File: config.mk
export PLATFORM = sky130hd
export DESIGN_NAME = cisov_top
export DESIGN_NICKNAME = d
export VERILOG_FILES = /design/src/cisov_top.v
export VERILOG_INCLUDE_DIRS = /design/src
export SDC_FILE = /design/constraint.sdc
export NUM_CORES = 1
export LEC_CHECK = 0
export BUFFER_PORTS_ARGS = -buffer_cell sky130_fd_sc_hd__buf_2
export CORE_ASPECT_RATIO = 1.75
export CORE_UTILIZATION = 35
export CTS_CLUSTER_DIAMETER = 40
export CTS_CLUSTER_SIZE = 25
export DETAILED_ROUTE_END_ITERATION = 12
export PLACE_DENSITY = 0.6
export SLEW_MARGIN = 20
export SYNTH_ARGS = -nofsm -noshare
export SYNTH_HDL_FRONTEND = slang
export SYNTH_SLANG_ARGS = --single-unit
File: constraint.sdc
create_clock -name mclk_i -period 1.5 [get_ports mclk_i]
set_input_delay 0.3 -clock mclk_i [delete_from_list [all_inputs] [get_ports mclk_i]]
set_output_delay 0.3 -clock mclk_i [all_outputs]
set_load 0.005 [all_outputs]
File: src/cisov_consts.vh
/*
 * constants for the configuration-time optional pin controller:
 * register offsets, field positions, reset values, state codes.
 * assumes inclusion by bare name from the design file and the bench.
 */
`ifndef CISOV_CONSTS_VH
`define CISOV_CONSTS_VH

// ********************
// register byte offsets
// ********************
`define CISOV_ADDR_CTRL 4'h0
`define CISOV_ADDR_STAT 4'h4
`define CISOV_ADDR_IRQ 4'h8
`define CISOV_ADDR_MASK 4'hC

// ********************
// control register fields
// ********************
`define CISOV_CTRL_CLKUSE 0
`define CISOV_CTRL_DONE 1
`define CISOV_CTRL_OE 2
`define CISOV_CTRL_CLR 3
`define CISOV_CTRL_W 4
`define CISOV_CTRL_RST 4'h0

// ********************
// status and event fields
// ********************
`define CISOV_EV_FRAME 0
`define CISOV_EV_USER 1
`define CISOV_EV_RESTART 2
`define CISOV_EV_W 3
`define CISOV_EV_ZERO 3'h0

// ********************
// axi responses
// ********************
`define CISOV_RESP_OK 2'h0
`define CISOV_RESP_SLVERR 2'h2

// ********************
// sequencer states, one-hot
// ********************
`define CISOV_ST_IDLE 4'h1
`define CISOV_ST_LOAD 4'h2
`define CISOV_ST_INIT 4'h4
`define CISOV_ST_USER 4'h8

`endif

File: src/cisov_top.v
/*
 * optional configuration pin controller: start-up clock pacing, open-drain
 * init-done, device-wide output enable and register clear overrides.
 * assumes a configuration engine that flags the first data frame, and
 * software on an axi4-lite port; pins come in asynchronous.
 */
// Chosen here: the placing of the registers and register access over AXI4-Lite.
// Function
// [RULE1] a disabled optional pin behaves as an ordinary user pin.
// [RULE2] during configuration a disabled optional pin is tri-stated with weak pull-up.
// [RULE3] with the start-up clock option on, initialization steps on that clock's edges.
// [RULE4] init-done is undriven while config request is low and early in configuration.
// [RULE5] once the init-done enable bit arrives in the first frame, init-done drives low.
// [RULE6] at end of initialization init-done is released and user mode is entered.
// [RULE7] the monitor outside treats a rising init-done as entry into user mode.
// [RULE8] an enabled output-enable override held low tri-states every user pin; the code forces only pin_oe_o off, not opt_pin_oe_o.
// [RULE9] the output-enable override high leaves pins at their programmed enables.
// [RULE10] an enabled clear override held low forces every register clear.
// [RULE11] the clear override high leaves registers at programmed clear and load.
// [RULE12] the outside keeps test port pins steady before and during configuration.
// [RULE13] init-done only drives low or floats, never drives high.
`timescale 1ns/100ps
`include "cisov_consts.vh"

module cisov_top #(
  parameter INIT_STEPS = 8,
  parameter NPINS = 4
) (
  input wire mclk_i, // system clock
  input wire rst_i, // synchronous reset, high
  input wire config_request_n_i, // configuration request pin, low restarts
  input wire first_frame_i, // pulse: first configuration frame taken
  input wire frame_done_en_i, // init-done enable bit of that frame
  input wire load_done_i, // pulse: configuration data complete
  input wire startup_clock_in_i, // user start-up clock pin
  input wire global_output_enable_n_i, // device-wide output enable pin
  input wire global_register_clear_n_i, // device-wide clear pin
  input wire [NPINS-1:0] user_oe_i, // programmed user pin enables
  input wire [NPINS-1:0] user_out_i, // user pin output data
  output reg [NPINS-1:0] pin_oe_o, // final user pin enables
  output reg [NPINS-1:0] pin_out_o, // final user pin data
  output reg [3:0] opt_pin_oe_o, // optional pins as user i/o enables
  output reg [3:0] opt_pin_pullup_o, // weak pull-up on optional pins
  output reg init_done_out_o, // init-done drive value, always 0
  output reg init_done_oe_o, // init-done drive enable
  output reg user_mode_o, // device in user mode
  output reg global_clear_o, // clear all user registers
  output reg irq_o, // level interrupt
  input wire [3:0] s_axi_awaddr, // write address
  input wire s_axi_awvalid, // write address valid
  output reg s_axi_awready, // write address ready
  input wire [31:0] s_axi_wdata, // write data
  input wire [3:0] s_axi_wstrb, // write strobes
  input wire s_axi_wvalid, // write data valid
  output reg s_axi_wready, // write data ready
  output reg [1:0] s_axi_bresp, // write response
  output reg s_axi_bvalid, // write response valid
  input wire s_axi_bready, // write response ready
  input wire [3:0] s_axi_araddr, // read address
  input wire s_axi_arvalid, // read address valid
  output reg s_axi_arready, // read address ready
  output reg [31:0] s_axi_rdata, // read data
  output reg [1:0] s_axi_rresp, // read response
  output reg s_axi_rvalid, // read valid
  input wire s_axi_rready // read ready
);

  // ********************
  // pin synchronisers
  // ********************
  reg [2:0] cfg_sync;
  reg [2:0] suc_sync;
  reg [2:0] oe_sync;
  reg [2:0] clr_sync;
  reg cfg_n;
  reg suc_lvl;
  reg suc_prev;
  reg oe_n;
  reg clr_n;

  // a change counts only once stages two and three agree
  function filt;
    input [2:0] s;
    input cur;
    begin
      filt = (s[1] == s[2]) ? s[2] : cur;
    end
  endfunction

  always @(posedge mclk_i) begin
    if (rst_i) begin
      cfg_sync <= 3'h0;
      suc_sync <= 3'h0;
      // override pins idle high: no false override right after reset
      oe_sync <= 3'h7;
      clr_sync <= 3'h7;
      cfg_n <= 1'b0;
      suc_lvl <= 1'b0;
      suc_prev <= 1'b0;
      oe_n <= 1'b1;
      clr_n <= 1'b1;
    end else begin
      cfg_sync <= {cfg_sync[1:0], config_request_n_i};
      suc_sync <= {suc_sync[1:0], startup_clock_in_i};
      oe_sync <= {oe_sync[1:0], global_output_enable_n_i};
      clr_sync <= {clr_sync[1:0], global_register_clear_n_i};
      cfg_n <= filt(cfg_sync, cfg_n);
      suc_lvl <= filt(suc_sync, suc_lvl);
      suc_prev <= suc_lvl;
      oe_n <= filt(oe_sync, oe_n);
      clr_n <= filt(clr_sync, clr_n);
    end
  end

  // ********************
  // registers
  // ********************
  reg [`CISOV_CTRL_W-1:0] ctrl;
  reg [`CISOV_EV_W-1:0] irq_stat;
  reg [`CISOV_EV_W-1:0] irq_mask;
  reg [3:0] state;
  reg [3:0] next_state;
  reg [7:0] step_cnt;
  reg done_en;

  // ********************
  // sequencer states
  // ********************
  localparam [3:0] ST_IDLE = `CISOV_ST_IDLE;
  localparam [3:0] ST_LOAD = `CISOV_ST_LOAD;
  localparam [3:0] ST_INIT = `CISOV_ST_INIT;
  localparam [3:0] ST_USER = `CISOV_ST_USER;
  // full-word compares, so a corrupted code never reads as a live state
  wire in_load = (state == ST_LOAD);
  wire in_init = (state == ST_INIT);
  wire in_user = (state == ST_USER);

  wire use_suc = ctrl[`CISOV_CTRL_CLKUSE];
  wire use_done = ctrl[`CISOV_CTRL_DONE];
  wire use_oe = ctrl[`CISOV_CTRL_OE];
  wire use_clr = ctrl[`CISOV_CTRL_CLR];
  wire configuring = ~in_user;
  // with the option off the step ticks every clock
  wire step = use_suc ? (suc_lvl & ~suc_prev) : 1'b1; // RULE3
  wire init_end = in_init & step & (step_cnt == INIT_STEPS - 1);

  // ********************
  // initialization sequencer
  // ********************
  always @* begin
    next_state = state;
    case (state)
      ST_IDLE: begin
        if (cfg_n) begin
          next_state = ST_LOAD;
        end
      end
      ST_LOAD: begin
        if (load_done_i) begin
          next_state = ST_INIT;
        end
      end
      ST_INIT: begin
        if (init_end) begin
          next_state = ST_USER; // RULE6
        end
      end
      ST_USER: begin
        next_state = ST_USER;
      end
      default: begin
        next_state = ST_IDLE;
      end
    endcase
    if (!cfg_n) begin
      next_state = ST_IDLE;
    end
  end

  always @(posedge mclk_i) begin
    if (rst_i) begin
      state <= ST_IDLE;
      step_cnt <= 8'h00;
      done_en <= 1'b0;
    end else begin
      state <= next_state;
      if (!in_init) begin
        step_cnt <= 8'h00;
      end else if (step) begin
        step_cnt <= step_cnt + 8'h01; // RULE3
      end
      if (!cfg_n) begin
        done_en <= 1'b0; // RULE4
      end else if (in_load && first_frame_i) begin
        done_en <= frame_done_en_i; // RULE5
      end
    end
  end

  // ********************
  // pin outputs
  // ********************
  integer i;
  always @(posedge mclk_i) begin
    if (rst_i) begin
      pin_oe_o <= {NPINS{1'b0}};
      pin_out_o <= {NPINS{1'b0}};
      opt_pin_oe_o <= 4'h0;
      opt_pin_pullup_o <= 4'hF;
      init_done_out_o <= 1'b0;
      init_done_oe_o <= 1'b0;
      user_mode_o <= 1'b0;
      global_clear_o <= 1'b0;
    end else begin
      user_mode_o <= in_user; // RULE6
      // user pins stay off while configuring; override forces them off
      for (i = 0; i < NPINS; i = i + 1) begin
        if (configuring || (use_oe && !oe_n)) begin
          pin_oe_o[i] <= 1'b0; // RULE8
        end else begin
          pin_oe_o[i] <= user_oe_i[i]; // RULE9
        end
      end
      pin_out_o <= user_out_i;
      // a disabled optional pin is a plain user pin: tri-stated with pull-up
      // while configuring, then as programmed
      opt_pin_pullup_o <= configuring ? ~ctrl : 4'h0; // RULE2
      opt_pin_oe_o <= configuring ? 4'h0 : ~ctrl; // RULE1
      init_done_out_o <= 1'b0; // RULE13
      // low from the enabling frame until init ends, then floats high
      init_done_oe_o <= use_done & done_en & (in_load | in_init) & ~init_end; // RULE5
      // the clear override only acts while its option bit is set
      if (use_clr && !clr_n) begin
        global_clear_o <= 1'b1; // RULE10
      end else begin
        global_clear_o <= 1'b0; // RULE11
      end
    end
  end

  // ********************
  // axi4-lite slave
  // ********************
  reg [3:0] aw_addr;
  reg aw_have;
  reg [31:0] w_data;
  reg [3:0] w_strb;
  reg w_have;
  reg [`CISOV_EV_W-1:0] ev;
  reg [`CISOV_EV_W-1:0] w1c;
  // one write in flight: a new pair waits until the response is taken
  wire do_wr = aw_have & w_have & ~s_axi_bvalid;

  always @* begin
    ev = `CISOV_EV_ZERO;
    ev[`CISOV_EV_FRAME] = in_load & first_frame_i;
    ev[`CISOV_EV_USER] = init_end;
    // restart: request seen released while still configuring
    ev[`CISOV_EV_RESTART] = configuring & cfg_sync[2] & ~cfg_n;
    w1c = `CISOV_EV_ZERO;
    if (do_wr && aw_addr == `CISOV_ADDR_IRQ && w_strb[0]) begin
      w1c = w_data[`CISOV_EV_W-1:0];
    end
  end

  always @(posedge mclk_i) begin
    if (rst_i) begin
      s_axi_awready <= 1'b0;
      s_axi_wready <= 1'b0;
      s_axi_bvalid <= 1'b0;
      s_axi_bresp <= `CISOV_RESP_OK;
      s_axi_arready <= 1'b0;
      s_axi_rvalid <= 1'b0;
      s_axi_rresp <= `CISOV_RESP_OK;
      s_axi_rdata <= 32'h0;
      aw_addr <= 4'h0;
      aw_have <= 1'b0;
      w_data <= 32'h0;
      w_strb <= 4'h0;
      w_have <= 1'b0;
      ctrl <= `CISOV_CTRL_RST;
      irq_stat <= `CISOV_EV_ZERO;
      irq_mask <= `CISOV_EV_ZERO;
      irq_o <= 1'b0;
    end else begin
      s_axi_awready <= ~aw_have & ~s_axi_awready & s_axi_awvalid;
      if (s_axi_awvalid && s_axi_awready) begin
        aw_addr <= s_axi_awaddr;
        aw_have <= 1'b1;
      end
      s_axi_wready <= ~w_have & ~s_axi_wready & s_axi_wvalid;
      if (s_axi_wvalid && s_axi_wready) begin
        w_data <= s_axi_wdata;
        w_strb <= s_axi_wstrb;
        w_have <= 1'b1;
      end
      if (do_wr) begin
        aw_have <= 1'b0;
        w_have <= 1'b0;
        s_axi_bvalid <= 1'b1;
        s_axi_bresp <= `CISOV_RESP_OK;
        case (aw_addr)
          `CISOV_ADDR_CTRL: begin
            // option bits are taken only while not configuring
            if (w_strb[0] && !configuring) begin
              ctrl <= w_data[`CISOV_CTRL_W-1:0];
            end
          end
          `CISOV_ADDR_MASK: begin
            if (w_strb[0]) begin
              irq_mask <= w_data[`CISOV_EV_W-1:0];
            end
          end
          `CISOV_ADDR_IRQ: begin
            s_axi_bresp <= `CISOV_RESP_OK;
          end
          default: begin
            s_axi_bresp <= `CISOV_RESP_SLVERR;
          end
        endcase
      end else if (s_axi_bvalid && s_axi_bready) begin
        s_axi_bvalid <= 1'b0;
      end
      // set wins over a same-cycle clear
      irq_stat <= (irq_stat & ~w1c) | ev;
      irq_o <= |(((irq_stat & ~w1c) | ev) & irq_mask);
      s_axi_arready <= ~s_axi_arready & ~s_axi_rvalid & s_axi_arvalid;
      if (s_axi_arvalid && s_axi_arready) begin
        s_axi_rvalid <= 1'b1;
        s_axi_rresp <= `CISOV_RESP_OK;
        s_axi_rdata <= 32'h0;
        case (s_axi_araddr)
          `CISOV_ADDR_CTRL: s_axi_rdata[`CISOV_CTRL_W-1:0] <= ctrl;
          `CISOV_ADDR_STAT: s_axi_rdata[7:0] <= {oe_n, clr_n, done_en, cfg_n, state};
          `CISOV_ADDR_IRQ: s_axi_rdata[`CISOV_EV_W-1:0] <= irq_stat;
          `CISOV_ADDR_MASK: s_axi_rdata[`CISOV_EV_W-1:0] <= irq_mask;
          default: s_axi_rresp <= `CISOV_RESP_SLVERR;
        endcase
      end else if (s_axi_rvalid && s_axi_rready) begin
        s_axi_rvalid <= 1'b0;
      end
    end
  end

endmodule

==> qor.yml <==
pwr:
  cell_internal_pwr_mw: 3.912
  power_frac_seq: 0.484
  combinationalPowerShare: 0.040
  switching_share: 0.1944
  power.switching_mw: 0.9436
  power_density_nw_per_um2: 1142
  clkPwrFrac: 0.476
  power.total_mw: 4.855
  ir_drop_mv: 0.7034
  leakage_nw: 1.866
synth:
  async_reset_ff_frac: 0
  ys_warn_count: 0
  synth_area_leaders: "dfxtp_1 (51%), buf_4 (6.0%), nor2_1 (3.9%)"
  synth.largest_area_cell: "dfxtp_1"
  synth.most_common_cell: "dfxtp_1"
  synthAdderAreaFrac: 0.003694
  synth_cell_type_count: 50
  ys.flop_type: "dfxtp_1"
  synth_compound_area_frac: 0.1182
  synth.avg_cell_area_sq_um: 9.541
  synth-seq-cells: 86
  synthXorXnorAreaFrac: 0.01810
  synth_top_family_by_area: "simple AND/OR/NAND/NOR gates"
  netlist_instances: 355
  yosysSeqAreaShare: 0.5083
  synthMuxAreaShare: 0.04655
  synth_edf_count: 0
  synth_top_area_frac: 0.5083
  syn-cell-area_sq_um: 3387
  synthTopCellsByCount: "dfxtp_1 (86), nor2_1 (35), buf_4 (27)"
  synthSimpleGateAreaFrac: 0.2117
routing:
  via_count: 2699
  ant_nets: 0
  first_iter_violations: 134
  drtPass1Iterations: 4
  drc: 0
  wl_per_cell_um: 12.69
  wl_mm: 7.245
  post_drt_via_cell_ratio: 4.727
die:
  io_pins: 128
  die_w_um: 76.36
  die_area_sq_um: 10090
  core_area_sq_um: 9409
  initial_utilization: 0.3600
  die_h_um: 132.1
  row_count: 47
worst_setup_path:
  crit_path_cell_trace: "or4_4, nor2_4, a311oi_2, o211a_1"
  endpoint_kind: "flip-flop"
  crit_path_max_fanout: 4
  r2r_end: "state[2]"
  critical-path-top-delay-family: "simple AND/OR/NAND/NOR gates"
  critPathMaxStageDelay_ns: 0.54
  crit_type: "reg -> reg"
  worst-r2r-setup-slack_ns: 0.01
  rr_startpoint: "step_cnt[4]"
  crit_slowest_cell: "or4_4"
  cp.required_ns: 1.72
  reg2reg_depth: 4
  path_buf_inv: 0
  arrival_ns: 1.71
  crit_path_start_kind: "flip-flop"
clock_network:
  cts_hold_buf: 0
  h-tree-depth: 3
  numCtsBuffers: 9
  cts.sinks: 86
  cts.clk_slew.worst_paths_ns: 0.06
  clk_path_buf_depth: 2
  cts_tree: "yes"
  cts_root_buffer: "clkbuf_16"
  clk-insertion-delay-late_ns: 0.33
place:
  gp_congestion: 0.7979
  dpl_cell_area_sq_um: 3902
  dp.cells: 555
  dpl.hpwl_mm: 5.591
  io_buffers: 69
sta:
  max_freq_mhz: 672.0
  drv_slew: 0
  fin_crit_ns: 1.488
  finalSetupTns_ns: 0
  skew_ns: 0.004875
  finalHoldViolations: 0
  rsz0062_at_grt: "yes"
  setup_viol: 0
  period_share: 0.9921
status:
  status: "finished, final reports clean"
finish:
  area_growth_syn_to_layout_pct: 25.53
  layout.nets: 512
  n_fill_cell: 951
  finalNonFillerCells: 571
  drive_gt1_frac: 0.2873
  register_area_sq_um: 1723
  n_antenna_cell: 0
  fin_util: 0.4519
  multi_input_area_sq_um: 1475
  final_cell_area_sq_um: 4252
hold_path:
  hold_start: "global_register_clear_n_i"
  whs_endpoint: "clr_sync[0]"
  hold_path_class: "in -> reg"
  holdPathStages: 2
global_routing:
  grt_start_max_net_pins: 26
  grt_overflow: 0
  grtUsageTotal: 0.1554
  grt_pass1_vias: 2651
  grt_pass1_wl_mm: 12.28
  antenna_found_initial: 0
flow_run:
  drv_cap: 0
==> flip-flops by register name, indices dropped and copies added, names as in the netlist, 3 cells and up <==
name,flops
pin_oe_o,4
opt_pin_pullup_o,4
s_axi_rdata,8
cfg_sync,3
ctrl,4
irq_stat,3
w_data,4
aw_addr,4
opt_pin_oe_o,4
pin_out_o,4
oe_sync,3
clr_sync,3
step_cnt,8
irq_mask,3
state,4
suc_sync,3
==> power groups by stage <==
| stage | logic [mW] | registers (mW) | clock network, mW |
|---|---|---|---|
| after detailed placement | 0.194 | 2.40 | 0 |
| after global placement | 0.189 | 2.40 | 0 |
| after CTS | 0.194 | 2.35 | 2.37 |
| after global routing | 0.218 | 2.36 | 2.50 |
| final | 0.193 | 2.35 | 2.31 |
| after floorplan | 0.155 | 2.39 | 0 |
==> routing by layer <==
metal  part of all wire  wire (um)  up-vias  global-route usage
met3              0.039        283       13             0.04152
met1               0.39       2815     1258              0.1643
li1                   -          -     1350                   -
met5                  0          0        -                   0
met4              0.027        198        0             0.08120
met2               0.55       3949       78              0.2778
==> stage by stage <==
| step | hold slack (ns) | setup slack [ns] |
|---|---|---|
| 2_1_floorplan | 0.3895 | 0.05404 |
| 3_3_place_gp | 0.3922 | -0.003588 |
| 3_5_place_dp | 0.4009 | -0.01507 |
| 4_1_cts | 0.1393 | 0.007167 |
| 5_1_grt | 0.1418 | -0.01793 |
| 6_report | 0.1503 | 0.01185 |
==> cell usage in the layout (no fill, tap or decap), types with 2 or more instances in the layout <==
master and instances:
a21oi_1 23, mux2i_1 9, nor3_1 6, nand3_1 15
dfxtp_1 85, clkbuf_1 2, a211oi_1 5, nand2_1 23
buf_4 27, conb_1 27, clkbuf_16 9, nor4b_1 4
a22oi_1 7, nor4_1 3, mux4_2 3, nor2b_1 16
o21ai_0 6, bufinv_16 2, a41oi_1 4, xnor2_1 7
nand2b_1 7, o21bai_1 6, or2_2 6, and2_1 6
or2_1 2, inv_1 10, buf_2 69, nor2_1 35
==> cell families after synthesis <==
kind of cell               count (synthesis)
muxes                                     12
other                                      1
xor gates and xnor gates                   7
DFF                                       86
and+or+nand+nor                          134
adders and majority gates                  1
AOI/OAI and AO/OA                         61
buffers and inverters                     53
==> how the worst max path moves through the flow <==
stage                start       end  slack (ns)  depth (start not counted)
2_1_floorplan     state[1]   ctrl[0]        0.05                          5
4_1_cts        step_cnt[4]  state[2]       0.007                          4
3_3_place_gp   step_cnt[4]  state[2]      -0.004                          4
6_report       step_cnt[4]  state[2]        0.01                          4
5_1_grt        step_cnt[4]  state[2]       -0.02                          4
3_5_place_dp   step_cnt[4]  state[2]       -0.02                          4
==> timing repair <==
item                                    CTS  global route
endpoints found under the setup margin    1             8
setup buffers                             0             1
gates resized for setup                   1             5
pin swaps                                 0             3
gates cloned                              0             0
==> cell type report <==
type	count	area share
Sequential cell	86	0.4052
Inverter	10	0.008829
Clock buffer	12	0.05798
Timing Repair Buffer	96	0.1289
Clock inverter	3	0.01619
Tap cell	122	0.03590
Multi-Input combinational cell	242	0.3470
Note: power is estimated with default switching activity, not from simulation.
